--- src/rtl/gpio_port_pkg.sv ---
// Package for the general-purpose port block: register map, reset values,
// package variants and LED sink levels.
// Assumes a single AHB-Lite slave on a 20 MHz system clock.
package gpio_port_pkg;

    // -----------------------------------------------------------------
    // Sizes
    // -----------------------------------------------------------------
    localparam int PORT_COUNT = 4;
    localparam int MAX_PINS = 25;
    localparam logic [11:0] ADDR_MASK = 12'hFFC;

    // -----------------------------------------------------------------
    // Register offsets, per port n: base + n * PORT_STRIDE; global registers from 0x080
    // -----------------------------------------------------------------
    localparam logic [11:0] PORT_STRIDE = 12'h020;
    localparam logic [11:0] OFF_DATA_OUT = 12'h000;
    localparam logic [11:0] OFF_DATA_IN = 12'h004;
    localparam logic [11:0] OFF_DIR = 12'h008;
    localparam logic [11:0] OFF_ALT_EN = 12'h00C;
    localparam logic [11:0] OFF_OPEN_DRAIN = 12'h010;
    localparam logic [11:0] OFF_HIGH_DRIVE = 12'h014;
    localparam logic [11:0] OFF_PULL_UP = 12'h018;
    localparam logic [11:0] OFF_STOP_WAKE = 12'h01C;
    localparam logic [11:0] OFF_ALT_SELECT_FIRST = 12'h080;
    localparam logic [11:0] OFF_ALT_SELECT_SECOND = 12'h084;
    localparam logic [11:0] OFF_LED_DRIVER_ENABLE = 12'h088;
    localparam logic [11:0] OFF_LED_LEVEL_HIGH = 12'h08C;
    localparam logic [11:0] OFF_LED_LEVEL_LOW = 12'h090;
    localparam logic [11:0] OFF_SYS_CTRL = 12'h094;
    localparam logic [11:0] OFF_SYS_STATUS = 12'h098;

    // -----------------------------------------------------------------
    // Field positions
    // -----------------------------------------------------------------
    localparam int SYS_CTRL_RESET_PIN_GPIO = 0;
    localparam int STATUS_DEBUG_EN = 0;
    localparam int STATUS_XTAL_EN = 1;
    localparam int STATUS_RESET_PIN_FN = 2;

    // -----------------------------------------------------------------
    // Reset values
    // -----------------------------------------------------------------
    localparam logic [7:0] RST_DIR = 8'hFF;
    localparam logic [7:0] RST_ZERO = 8'h00;

    // -----------------------------------------------------------------
    // Package variants and implemented-pin masks
    // -----------------------------------------------------------------
    typedef enum logic [1:0] {
        PKG_SMALL = 2'b00,
        PKG_MEDIUM = 2'b01,
        PKG_LARGE = 2'b10
    } pkg_variant_e;

    localparam logic [7:0] MASK_SMALL_A = 8'h3F;
    localparam logic [7:0] MASK_FULL = 8'hFF;
    localparam logic [7:0] MASK_LOW4 = 8'h0F;
    localparam logic [7:0] MASK_LOW6 = 8'h3F;
    localparam logic [7:0] MASK_PIN0 = 8'h01;

    // Sink level codes from {level_high, level_low}: 3, 7, 13, 20 mA.
    localparam logic [1:0] LED_3MA = 2'b00;
    localparam logic [1:0] LED_7MA = 2'b01;
    localparam logic [1:0] LED_13MA = 2'b10;
    localparam logic [1:0] LED_20MA = 2'b11;

    // Debug unlock pattern shifted in on port A pin 0 during reset.
    localparam logic [7:0] UNLOCK_PATTERN = 8'hA5;

endpackage

--- src/rtl/gpio_port_pin_control.sv ---
// General-purpose port block: four 8-bit ports with per-pin configuration,
// alternate-function takeover, port C LED sink drive and shared pins.
// Assumes an AHB-Lite master with single word transfers and synchronous pins.

`timescale 1ns/1ns

module gpio_port_pin_control #(
    parameter gpio_port_pkg::pkg_variant_e VARIANT = gpio_port_pkg::PKG_LARGE
) (
    input wire logic clock_i,
    input wire logic rst_i,
    input wire logic clk_en_i,
    // AHB-Lite slave.
    input wire logic hsel_i,
    input wire logic [11:0] haddr_i,
    input wire logic [1:0] htrans_i,
    input wire logic hwrite_i,
    input wire logic [2:0] hsize_i,
    input wire logic [31:0] hwdata_i,
    input wire logic hready_i,
    output logic [31:0] hrdata_o,
    output logic hreadyout_o,
    output logic hresp_o,
    // Pins, flattened A[7:0], B[15:8], C[23:16], D[31:24].
    input wire logic [31:0] pin_in_i,
    output logic [31:0] pin_out_o,
    output logic [31:0] pin_oe_o,
    output logic [31:0] pull_up_o,
    output logic [31:0] high_drive_o,
    output logic [31:0] stop_wake_o,
    // Peripheral side of alternate functions.
    input wire logic [31:0] alt_out_i,
    input wire logic [31:0] alt_oe_i,
    output logic [31:0] alt_in_o,
    // Timer mode for port A pins 0 and 6: high selects complement output.
    input wire logic timer0_out_mode_i,
    input wire logic timer1_out_mode_i,
    // Crystal oscillator.
    input wire logic xtal_en_i,
    input wire logic xtal_out_i,
    output logic xtal_in_o,
    // Port C LED sink drive.
    output logic [7:0] led_sink_en_o,
    output logic [15:0] led_sink_level_o,
    // Shared reset pin.
    output logic reset_request_o,
    // Debug.
    output logic debug_en_o
);

    // -----------------------------------------------------------------
    // Implemented-pin masks per package
    // -----------------------------------------------------------------
    logic [31:0] impl_mask;

    // The smallest package has only port A[5:0]; others have all of A, B and C (B and C low nibbles on medium) plus D0.
    always_comb begin
        case (VARIANT)
            gpio_port_pkg::PKG_SMALL: begin
                impl_mask = {24'h000000, gpio_port_pkg::MASK_SMALL_A};
            end
            gpio_port_pkg::PKG_MEDIUM: begin
                impl_mask = {gpio_port_pkg::MASK_PIN0, gpio_port_pkg::MASK_LOW4,
                             gpio_port_pkg::MASK_LOW4, gpio_port_pkg::MASK_FULL};
            end
            default: begin
                impl_mask = {gpio_port_pkg::MASK_PIN0, gpio_port_pkg::MASK_FULL,
                             gpio_port_pkg::MASK_FULL, gpio_port_pkg::MASK_FULL};
            end
        endcase
    end

    wire small_pkg = (VARIANT == gpio_port_pkg::PKG_SMALL);
    // Reset shares port A pin 2 on the smallest package, port D pin 0 elsewhere.
    wire [4:0] reset_pin_idx = small_pkg ? 5'h02 : 5'h18;

    // -----------------------------------------------------------------
    // AHB-Lite address phase capture
    // -----------------------------------------------------------------
    logic wr_pend_q;
    logic [11:0] wr_addr_q;
    wire take = hsel_i & hready_i & htrans_i[1];

    always_ff @(posedge clock_i or posedge rst_i) begin
        if (rst_i) begin
            wr_pend_q <= 1'b0;
            wr_addr_q <= 12'h000;
        end else if (clk_en_i) begin
            wr_pend_q <= take & hwrite_i;
            if (take) begin
                wr_addr_q <= haddr_i & gpio_port_pkg::ADDR_MASK;
            end
        end
    end

    // Zero wait states; every access answers OKAY.
    assign hreadyout_o = 1'b1;
    assign hresp_o = 1'b0;

    // -----------------------------------------------------------------
    // Per-port configuration registers
    // -----------------------------------------------------------------
    localparam int PORT_COUNT_L = gpio_port_pkg::PORT_COUNT;
    logic [7:0] data_out_q [PORT_COUNT_L];
    logic [7:0] dir_q [PORT_COUNT_L];
    logic [7:0] alt_en_q [PORT_COUNT_L];
    logic [7:0] open_drain_q [PORT_COUNT_L];
    logic [7:0] high_drive_q [PORT_COUNT_L];
    logic [7:0] pull_up_q [PORT_COUNT_L];
    logic [7:0] stop_wake_q [PORT_COUNT_L];

    // Write decode shared by the port generate and the global registers.
    function automatic logic hit(input logic [11:0] a, input logic [11:0] off);
        hit = (a == off);
    endfunction

    genvar p;
    generate
        for (p = 0; p < PORT_COUNT_L; p++) begin : g_port
            localparam logic [11:0] BASE = 12'(p) * gpio_port_pkg::PORT_STRIDE;
            wire [7:0] m = impl_mask[8*p +: 8];
            wire [7:0] wd = hwdata_i[7:0] & m;
            // Only implemented bits store; the rest read as zero.
            always_ff @(posedge clock_i or posedge rst_i) begin
                if (rst_i) begin
                    data_out_q[p] <= gpio_port_pkg::RST_ZERO;
                    dir_q[p] <= gpio_port_pkg::RST_DIR;
                    alt_en_q[p] <= gpio_port_pkg::RST_ZERO;
                    open_drain_q[p] <= gpio_port_pkg::RST_ZERO;
                    high_drive_q[p] <= gpio_port_pkg::RST_ZERO;
                    pull_up_q[p] <= gpio_port_pkg::RST_ZERO;
                    stop_wake_q[p] <= gpio_port_pkg::RST_ZERO;
                end else if (clk_en_i && wr_pend_q) begin
                    if (hit(wr_addr_q, BASE + gpio_port_pkg::OFF_DATA_OUT)) begin
                        data_out_q[p] <= wd;
                    end
                    if (hit(wr_addr_q, BASE + gpio_port_pkg::OFF_DIR)) begin
                        dir_q[p] <= wd;
                    end
                    if (hit(wr_addr_q, BASE + gpio_port_pkg::OFF_ALT_EN)) begin
                        alt_en_q[p] <= wd;
                    end
                    if (hit(wr_addr_q, BASE + gpio_port_pkg::OFF_OPEN_DRAIN)) begin
                        open_drain_q[p] <= wd;
                    end
                    if (hit(wr_addr_q, BASE + gpio_port_pkg::OFF_HIGH_DRIVE)) begin
                        high_drive_q[p] <= wd;
                    end
                    if (hit(wr_addr_q, BASE + gpio_port_pkg::OFF_PULL_UP)) begin
                        pull_up_q[p] <= wd;
                    end
                    if (hit(wr_addr_q, BASE + gpio_port_pkg::OFF_STOP_WAKE)) begin
                        stop_wake_q[p] <= wd;
                    end
                end
            end
        end
    endgenerate

    // -----------------------------------------------------------------
    // Global registers: alternate sets, LED control, shared pin control
    // -----------------------------------------------------------------
    logic [7:0] alt_select_first_q;
    logic [7:0] alt_select_second_q;
    logic [7:0] led_driver_enable_q;
    logic [7:0] led_level_high_q;
    logic [7:0] led_level_low_q;
    logic reset_pin_gpio_q;

    always_ff @(posedge clock_i or posedge rst_i) begin
        if (rst_i) begin
            alt_select_first_q <= gpio_port_pkg::RST_ZERO;
            alt_select_second_q <= gpio_port_pkg::RST_ZERO;
            led_driver_enable_q <= gpio_port_pkg::RST_ZERO;
            led_level_high_q <= gpio_port_pkg::RST_ZERO;
            led_level_low_q <= gpio_port_pkg::RST_ZERO;
            reset_pin_gpio_q <= 1'b0;
        end else if (clk_en_i && wr_pend_q) begin
            if (hit(wr_addr_q, gpio_port_pkg::OFF_ALT_SELECT_FIRST)) begin
                alt_select_first_q <= hwdata_i[7:0];
            end
            if (hit(wr_addr_q, gpio_port_pkg::OFF_ALT_SELECT_SECOND)) begin
                alt_select_second_q <= hwdata_i[7:0];
            end
            if (hit(wr_addr_q, gpio_port_pkg::OFF_LED_DRIVER_ENABLE)) begin
                led_driver_enable_q <= hwdata_i[7:0];
            end
            if (hit(wr_addr_q, gpio_port_pkg::OFF_LED_LEVEL_HIGH)) begin
                led_level_high_q <= hwdata_i[7:0];
            end
            if (hit(wr_addr_q, gpio_port_pkg::OFF_LED_LEVEL_LOW)) begin
                led_level_low_q <= hwdata_i[7:0];
            end
            if (hit(wr_addr_q, gpio_port_pkg::OFF_SYS_CTRL)) begin
                // The reset function stays until software hands the pin over.
                reset_pin_gpio_q <= hwdata_i[gpio_port_pkg::SYS_CTRL_RESET_PIN_GPIO];
            end
        end
    end

    // -----------------------------------------------------------------
    // Debug unlock watcher (smallest package only)
    // -----------------------------------------------------------------
    // The pattern is shifted in while reset is held, since reset clears
    // everything else; the shift register itself has no async reset so it
    // can sample during the reset sequence.
    logic [7:0] unlock_shift_q;
    logic debug_en_q;
    logic rst_seen_q;

    always_ff @(posedge clock_i) begin
        if (rst_i && clk_en_i) begin
            unlock_shift_q <= {unlock_shift_q[6:0], pin_in_i[0]};
        end
    end

    // Decision is taken at the first enabled edge after release and then held
    // until the next reset, so a missing pattern keeps debug off.
    always_ff @(posedge clock_i or posedge rst_i) begin
        if (rst_i) begin
            debug_en_q <= 1'b0;
            rst_seen_q <= 1'b1;
        end else if (clk_en_i && rst_seen_q) begin
            rst_seen_q <= 1'b0;
            debug_en_q <= small_pkg && (unlock_shift_q == gpio_port_pkg::UNLOCK_PATTERN);
        end
    end
    assign debug_en_o = debug_en_q;

    // -----------------------------------------------------------------
    // Pin muxing
    // -----------------------------------------------------------------
    wire [31:0] data_out_f = {data_out_q[3], data_out_q[2], data_out_q[1], data_out_q[0]};
    wire [31:0] dir_f = {dir_q[3], dir_q[2], dir_q[1], dir_q[0]};
    wire [31:0] alt_f = {alt_en_q[3], alt_en_q[2], alt_en_q[1], alt_en_q[0]};
    wire [31:0] od_f = {open_drain_q[3], open_drain_q[2], open_drain_q[1], open_drain_q[0]};

    // Port C pins in alternate mode with first select set and second select clear are in LED mode.
    wire [7:0] led_mode = alt_en_q[2] & alt_select_first_q & ~alt_select_second_q;
    wire [7:0] led_on = led_mode & led_driver_enable_q & impl_mask[23:16];

    // Alternate-function pins follow the peripheral's enable, not the dir bit.
    wire [31:0] gp_oe = ~dir_f & ~(od_f & data_out_f);
    wire [31:0] sel_oe = (alt_f & alt_oe_i) | (~alt_f & gp_oe);
    wire [31:0] sel_out = (alt_f & alt_out_i) | (~alt_f & data_out_f);

    // Timer complement output vs timer input on port A pins 0 and 6.
    wire pa0_oe = alt_f[0] ? timer0_out_mode_i : gp_oe[0];
    wire pa6_oe = alt_f[6] ? timer1_out_mode_i : gp_oe[6];

    wire rst_fn = ~reset_pin_gpio_q;
    wire xtal_own = xtal_en_i;

    logic [31:0] oe_c;
    logic [31:0] out_c;

    // Overrides applied in priority: reset pin, debug, crystal, LED, normal.
    always_comb begin
        out_c = sel_out;
        oe_c = sel_oe;
        oe_c[0] = pa0_oe;
        oe_c[6] = pa6_oe;
        // Port D pin 0 in GPIO mode never receives, so it always drives.
        if (!small_pkg) begin
            oe_c[24] = 1'b1;
        end
        if (xtal_own) begin
            oe_c[0] = 1'b0;
            oe_c[1] = 1'b1;
            out_c[1] = xtal_out_i;
        end
        if (small_pkg && debug_en_q) begin
            oe_c[0] = 1'b0;
        end
        if (rst_fn) begin
            oe_c[reset_pin_idx] = 1'b0;
        end
        out_c[23:16] = out_c[23:16] & ~led_on;
        oe_c[23:16] = oe_c[23:16] | led_on;
    end

    // Crystal removal simply drops the override: the registers were untouched.
    assign pin_out_o = out_c & impl_mask;
    assign pin_oe_o = oe_c & impl_mask;
    assign pull_up_o = {pull_up_q[3], pull_up_q[2], pull_up_q[1], pull_up_q[0]};
    assign high_drive_o = {high_drive_q[3], high_drive_q[2], high_drive_q[1], high_drive_q[0]};
    assign stop_wake_o = {stop_wake_q[3], stop_wake_q[2], stop_wake_q[1], stop_wake_q[0]};
    assign alt_in_o = pin_in_i & alt_f & impl_mask;
    assign xtal_in_o = xtal_en_i & pin_in_i[0];
    assign led_sink_en_o = led_on;

    // Level per pin is {high bit, low bit}, a 2-bit code of four currents.
    genvar l;
    generate
        for (l = 0; l < 8; l++) begin : g_led
            assign led_sink_level_o[2*l +: 2] = {led_level_high_q[l], led_level_low_q[l]};
        end
    endgenerate

    // Low on the shared pin while it holds the reset function requests reset.
    assign reset_request_o = rst_fn & ~pin_in_i[reset_pin_idx];

    // -----------------------------------------------------------------
    // Read path
    // -----------------------------------------------------------------
    logic [31:0] rdata_q;
    logic [7:0] rd_c;
    wire [11:0] ra = haddr_i & gpio_port_pkg::ADDR_MASK;
    wire [1:0] rport = ra[6:5];
    wire [11:0] roff = ra & 12'h01C;
    wire in_ports = (ra[11:7] == 5'h00);

    always_comb begin
        rd_c = 8'h00;
        if (in_ports) begin
            case (roff)
                gpio_port_pkg::OFF_DATA_OUT: rd_c = data_out_q[rport];
                gpio_port_pkg::OFF_DATA_IN: rd_c = pin_in_i[8*rport +: 8] & impl_mask[8*rport +: 8];
                gpio_port_pkg::OFF_DIR: rd_c = dir_q[rport] & impl_mask[8*rport +: 8];
                gpio_port_pkg::OFF_ALT_EN: rd_c = alt_en_q[rport];
                gpio_port_pkg::OFF_OPEN_DRAIN: rd_c = open_drain_q[rport];
                gpio_port_pkg::OFF_HIGH_DRIVE: rd_c = high_drive_q[rport];
                gpio_port_pkg::OFF_PULL_UP: rd_c = pull_up_q[rport];
                gpio_port_pkg::OFF_STOP_WAKE: rd_c = stop_wake_q[rport];
                default: rd_c = 8'h00;
            endcase
        end else begin
            case (ra)
                gpio_port_pkg::OFF_ALT_SELECT_FIRST: rd_c = alt_select_first_q;
                gpio_port_pkg::OFF_ALT_SELECT_SECOND: rd_c = alt_select_second_q;
                gpio_port_pkg::OFF_LED_DRIVER_ENABLE: rd_c = led_driver_enable_q;
                gpio_port_pkg::OFF_LED_LEVEL_HIGH: rd_c = led_level_high_q;
                gpio_port_pkg::OFF_LED_LEVEL_LOW: rd_c = led_level_low_q;
                gpio_port_pkg::OFF_SYS_CTRL: rd_c = {7'h00, reset_pin_gpio_q};
                gpio_port_pkg::OFF_SYS_STATUS: rd_c = {5'h00, rst_fn, xtal_en_i, debug_en_q};
                default: rd_c = 8'h00;
            endcase
        end
    end

    // Read data is registered at the address phase, valid in the data phase.
    always_ff @(posedge clock_i or posedge rst_i) begin
        if (rst_i) begin
            rdata_q <= 32'h00000000;
        end else if (clk_en_i && take && !hwrite_i) begin
            rdata_q <= {24'h000000, rd_c};
        end
    end
    assign hrdata_o = rdata_q;

endmodule

--- config.mk ---
export PLATFORM = sky130hd
export DESIGN_NAME = gpio_port_pin_control
export DESIGN_NICKNAME = d
export VERILOG_FILES = /design/src/rtl/gpio_port_pkg.sv /design/src/rtl/gpio_port_pin_control.sv
export SDC_FILE = /design/constraint.sdc
export NUM_CORES = 1
export LEC_CHECK = 0
export BUFFER_PORTS_ARGS = -buffer_cell sky130_fd_sc_hd__buf_2
export CORE_ASPECT_RATIO = 1.25
export CORE_MARGIN = 5
export CORE_UTILIZATION = 55
export CTS_CLUSTER_DIAMETER = 150
export DETAILED_ROUTE_END_ITERATION = 6
export PLACE_DENSITY = 0.9
export SYNTH_ARGS = -nofsm -noshare
export SYNTH_HDL_FRONTEND = slang
export SYNTH_SLANG_ARGS = --single-unit
--- constraint.sdc ---
create_clock -name clock_i -period 12.6 [get_ports clock_i]
set_input_delay 1.26 -clock clock_i [delete_from_list [all_inputs] [get_ports clock_i]]
set_output_delay 1.26 -clock clock_i [all_outputs]
set_load 0.005 [all_outputs]
* After elaboration in Yosys (flattened, before gate mapping)
Index checks and enable logic that the tools add are counted.
Word-level totals: input bits 155, output and inout port bits 253, word-level logic and storage cells 187, register bits 242
Operators by class: equality and inequality tests 47, shifts and indexed selects 2, magnitude comparators 1, bitwise logic cells 29, reduce and logical (&&, ||, !) cells 42, muxes and demuxes 29
Operator list (count):
- $eq A10 B5 Y1 const B | 14
- $eq A10 B6 Y1 const B | 13
- $mux W8 | 15
- $bmux W8 S2 | 7
- $and A24 B24 Y24 | 4
- $and A25 B25 Y25 | 3
- $eq A10 B4 Y1 const B | 7
- $reduce_and A2 Y1 | 35
- $pmux W8 S8 | 1
- $pmux W8 S7 | 1
- $and A8 B8 Y8 | 6
- $not A24 Y24 | 2
- $eq A10 B3 Y1 const B | 4
- $shiftx A32 B6 Y8 | 1
- $shiftx A32 B6 Y8 const A | 1
- $mux W25 | 1
- $not A25 Y25 | 1
- $or A25 B25 Y25 | 1
- $logic_not A12 Y1 | 2
- $or A24 B24 Y24 | 1
- $eq A10 B2 Y1 const B | 2
- $not A8 Y8 | 2
- $eq A3 B3 Y1 const B | 4
- $or A8 B8 Y8 | 1
- 11 further kinds | 21

* Longest topological paths before layout
word-level depth 8, mapped depth 9

* Least setup slack after synthesis
OpenSTA, ideal clock, no wires.
kind in2reg, start input clk_en_i, end register open_drain_q (netlist bit od_f[17]), library setup time 125 ps, arrival 2810 ps, buffers on the path 1, cell stages on the path 7, required time 12475 ps, setup slack 9665 ps, cell sequence and4bb_1 > and2b_1 > nand2_2 > or3_1 > buf_2 > nor2_8 > mux2_2
On the way: longest elaborated chain between the ends 2
RTL lines:
- start: declaration | line gpio_port_pin_control.sv:12 | input wire logic clk_en_i,
- $logic_and A1 B1 Y1 | line gpio_port_pin_control.sv:133 | end else if (clk_en_i && wr_pend_q) begin
- $reduce_and A2 Y1 (no line)
- end signal: indexed assignment | line gpio_port_pin_control.sv:129 | open_drain_q[p] <= gpio_port_pkg::RST_ZERO;
- end signal: indexed assignment | line gpio_port_pin_control.sv:144 | open_drain_q[p] <= wd;
- end: declaration | line gpio_port_pin_control.sv:107 | logic [7:0] open_drain_q [PORT_COUNT_L];
Every way passes these cells. A chain may end at the register's enable or synchronous reset.

* Worst setup path in the final report
start input haddr_i[6], end register rdata_q[7] (netlist: hrdata_o[7])
On the way: longest elaborated chain between the ends 7, elaborated cells on any way between the ends 36
RTL lines:
- start: declaration | line gpio_port_pin_control.sv:15 | input wire logic [11:0] haddr_i,
- branches (longest 6 deep; another with $shiftx A32 B6 Y8)
- $mux W8 (*) | line gpio_port_pin_control.sv:315 | if (in_ports) begin
- end signal: assignment | line gpio_port_pin_control.sv:346 | rdata_q <= {24'h000000, rd_c};
- end: declaration | line gpio_port_pin_control.sv:306 | logic [31:0] rdata_q;
Every way passes the cells marked *. The select of a mux whose other input is x is not followed.

==> summary.txt <==
GLOBAL ROUTE
----------------------------------------------------------------------------------
Maximum number of pins on one net before global-route repair ........          155
Gr ovfl total .......................................................            0
Overall routing resource usage ......................................        30.7%
Number of global-route vias before repair ...........................        10.4k
Global-route wire length before repair ..............................    63,100 um
Antenna violations before repair ....................................            0

CLOCK NETWORK
----------------------------------------------------------------------------------
CTS buffer count ....................................................           24
Number of sinks driven by the clock tree ............................          236
Post-CTS setup buffer count .........................................            0
Hold_buf cts ........................................................            0
Clk pin slew, worst setup/hold paths ................................      0.07 ns
Clock Tree Root .....................................................    clkbuf_16
Worst-case clock buffer depth .......................................            3
CTS tree ............................................................         done
Number of resized instances in the post-cts repair step .............            0
Clock latency of the later-clocked register in the worst-skew pair ..      0.52 ns
Maximum level of the CTS H-tree .....................................            1

PWR
----------------------------------------------------------------------------------
Part of the total power dissipated in the clock network .............        42.5%
Leak Pwr ............................................................      7.61 nW
Sequential fraction of design power .................................        47.6%
Worst ir drop on vdd ................................................     0.107 mV
Combinational share of power ........................................         9.9%
Power density over the cells ........................................   114 nW/um2
Proportion of total power due to net switching ......................        25.6%
Cell internal power dissipation .....................................      1.26 mW
Psw .................................................................     0.434 mW

FINAL LAYOUT
----------------------------------------------------------------------------------
Signed area change from the synthesized netlist to the final layout .        16.5%
Layout cell share with drive strength beyond 1 ......................        48.0%
Nets@finish .........................................................        1,472
Number of antenna cells inserted ....................................            0

ROUTING
----------------------------------------------------------------------------------
Residual DRC count ..................................................            0
Via count normalized by instance count ..............................         6.35
Detailed router's first-iteration violation count ...................          954
WL per Instance .....................................................      26.0 um
Total routed wirelength .............................................    42,100 um
First-pass DRT Iterations ...........................................            5
Via total after detailed routing ....................................        10.3k
Antenna-violating nets left .........................................            0

FLOORPLAN
----------------------------------------------------------------------------------
Core region area ....................................................   23,000 um2
Vertical die dimension ..............................................       181 um
X dimension of the die ..............................................       146 um
Initial Util ........................................................        55.7%
Floorplan die area ..................................................   26,400 um2
Num ports ...........................................................          408
Number of standard-cell rows in the floorplan .......................           62

PLACEMENT
----------------------------------------------------------------------------------
GPL Wtd Cong ........................................................        0.960
Pre-CTS setup slack .................................................      8.34 ns
IO Port Bufs ........................................................          284
Dpl hpwl ............................................................    30,700 um

SYNTHESIS
----------------------------------------------------------------------------------
Synth Instances .....................................................        1,062
Unique cell type count in the Yosys netlist .........................           59
Synth Register Bits .................................................          236
YS warnings .........................................................            0
Most used flip-flop cell after synthesis ............................      dfrtp_1
Number of flops mapped to enable cells by yosys .....................            0
Syn Std Cell Area ...................................................   12,800 um2
Async set-reset flop share out of synthesis .........................         100%
Post-synthesis sequential area ratio ................................        46.4%
Average instance area after synthesis ...............................     12.1 um2

SETUP PATH
----------------------------------------------------------------------------------
Type of element capturing the critical path .........................         flop
Crit Path Max Fanout ................................................           50
Critical path cell sequence ......................................... buf_2 -> buf_4 -> inv_1 -> o32ai_1 -> a2111oi_0 -> or4_1 -> nand2_1 -> a31oi_1
Flop2flop setup slack ...............................................      9.97 ns
CP startpoint kind .................................................. primary input
Worst path arrival time .............................................      4.15 ns
Required time of the critical path ..................................     12.97 ns
Worst Setup Path Type ...............................................    in -> reg
CP peak stage delay .................................................      0.71 ns
Slowest library cell on the worst path ..............................        buf_4

TIMING
----------------------------------------------------------------------------------
Unrepaired setup endpoints after global routing .....................           no
Hold Fails Final Rpt ................................................            0
Final Slew Violations ...............................................            0
Final TNS setup .....................................................         0 ns
Worst-case clock skew ...............................................   0.00926 ns
Max-slew headroom ...................................................        27.5%
Top achievable clock speed ..........................................      264 MHz
Final period util ...................................................        30.1%
Worst path setup slack after routing ................................      8.81 ns
Final Setup Violations ..............................................            0
Clock period minus worst slack ......................................      3.79 ns
Worst Tran Pin Value ................................................      1.09 ns

FLOW RUN
----------------------------------------------------------------------------------
Max Cap Violations ..................................................            0

STATUS
----------------------------------------------------------------------------------
Run status ..........................................................    completed

WORST HOLD PATH
----------------------------------------------------------------------------------
Type of the most critical hold path .................................   reg -> reg

==> critical path: cells and delay by family <==
kind | cells | cell delay [ns]
simple gates | 2 | 0.65
buf+inv | 3 | 1.49
compound gates | 3 | 0.68
==> layout make-up <==
cell class / instances / area [um2]
clock inverters: 9 / 109
fillers: 1656 / 8050
flip-flops and latches: 236 / 5940
repair buffers: 293 / 1490
inverters: 6 / 30.0
multi-input cells: 756 / 6300
clock buffers: 35 / 683
well taps: 288 / 360
==> cell usage after synthesis (3+ instances only) <==
library cell / count / area [um2]
nand2b_1: 10 / 62.6
o221ai_1: 9 / 78.8
a211oi_1: 27 / 203
buf_1: 9 / 33.8
and4b_1: 8 / 80.1
clkbuf_1: 32 / 120
nand2_1: 43 / 161
o22ai_1: 16 / 100
dfrtp_1: 210 / 5260
o21ai_0: 29 / 145
buf_4: 74 / 556
or3_1: 3 / 18.8
and2_1: 30 / 188
nor2_1: 46 / 173
nor2_8: 3 / 60.1
nor2_2: 3 / 18.8
a22oi_1: 12 / 90.1
a21oi_1: 29 / 145
nor2b_1: 6 / 37.5
buf_2: 16 / 80.1
a32oi_1: 5 / 43.8
mux4_2: 21 / 473
a31oi_1: 3 / 18.8
nor3_2: 7 / 70.1
mux2_2: 247 / 2780
dfstp_2: 26 / 683
nor3_1: 12 / 60.1
a22o_1: 4 / 35.0
a221o_1: 3 / 30.0
nand3_1: 6 / 30.0
a21o_1: 15 / 113
mux2i_1: 45 / 450
a211o_1: 9 / 78.8
nand4_1: 5 / 31.3
o32ai_1: 3 / 26.3
inv_1: 5 / 18.8
==> cell usage in the layout, fill, tap and decap left out, types with 7 or more instances in the layout <==
cell type	count
buf_2	284
mux2_2	247
dfrtp_1	210
conb_1	69
nor2_1	46
mux2i_1	45
nand2_1	43
and2_1	30
o21ai_0	29
a21oi_1	29
a211oi_1	27
dfstp_2	26
clkbuf_16	25
mux4_2	21
o22ai_1	16
a21o_1	15
nor3_1	12
a22oi_1	12
nand2b_1	10
o221ai_1	9
a211o_1	9
buf_4	9
and4b_1	8
clkbuf_1	8
nor3_2	7
==> final timing paths <==
check                             start               end  cells after the start
max in group asynchronous         rst_i    stop_wake_o[4]                      3
min                           dir_f[30]         dir_f[30]                      1
max reg2reg                wr_addr_q[7]   high_drive_o[3]                      4
min reg2reg                   dir_f[30]         dir_f[30]                      1
min in group asynchronous         rst_i  high_drive_o[19]                      2
max                          haddr_i[6]       hrdata_o[7]                      8
==> kinds of logic (layout without fill, tap and decap cells) <==
group           Yosys count  in the layout  share of synthesized area [%]
simple gates            198            198                           8.78
other cells               2             69                         0.0587
buf+inv                 137            343                           6.35
mux                     313            313                           28.9
compound gates          176            176                           9.46
flops                   236            236                           46.4
==> routing by layer <==
layer	GRT usage [%]	part of all wire, %	vias up
li1	-	-	4327
met1	37.8	36	5109
met2	51.7	49	728
met3	6.72	9.9	148
met4	13.9	5.0	0
met5	0	0	-
==> registers in the layout, summed over array words and instances (netlist names) <==
register	flops
wr_addr_q	10
stop_wake_o	25
led_level_high_q	8
alt_select_first_q	8
alt_en_q	25
led_level_low_q	8
reset_pin_gpio_q	1
dir_f	26
hrdata_o	8
alt_select_second_q	8
led_driver_enable_q	8
wr_pend_q	1
od_f	25
high_drive_o	25
data_out_f	25
pull_up_o	25
==> metrics by stage <==
stage	power, mW	cell area [um2]	util, %	hold slack, ns	cells
after floorplan	0.927	13000	-	0.471	1129
after detailed placement	0.982	14100	61.5	0.493	1579
after global placement	0.976	14100	61.5	0.478	1579
after CTS	1.69	14900	64.9	0.505	1623
after global routing	1.74	14900	64.9	0.516	1623
final	1.69	14900	64.9	0.508	1623
==> power groups by stage <==
stage	registers (mW)	logic, mW	clock network, mW
after floorplan	0.808	0.119	0
after global placement	0.817	0.159	0
after detailed placement	0.819	0.163	0
after CTS	0.805	0.164	0.722
after global routing	0.809	0.179	0.752
final	0.807	0.168	0.720
(Power assumes the default switching activity.)
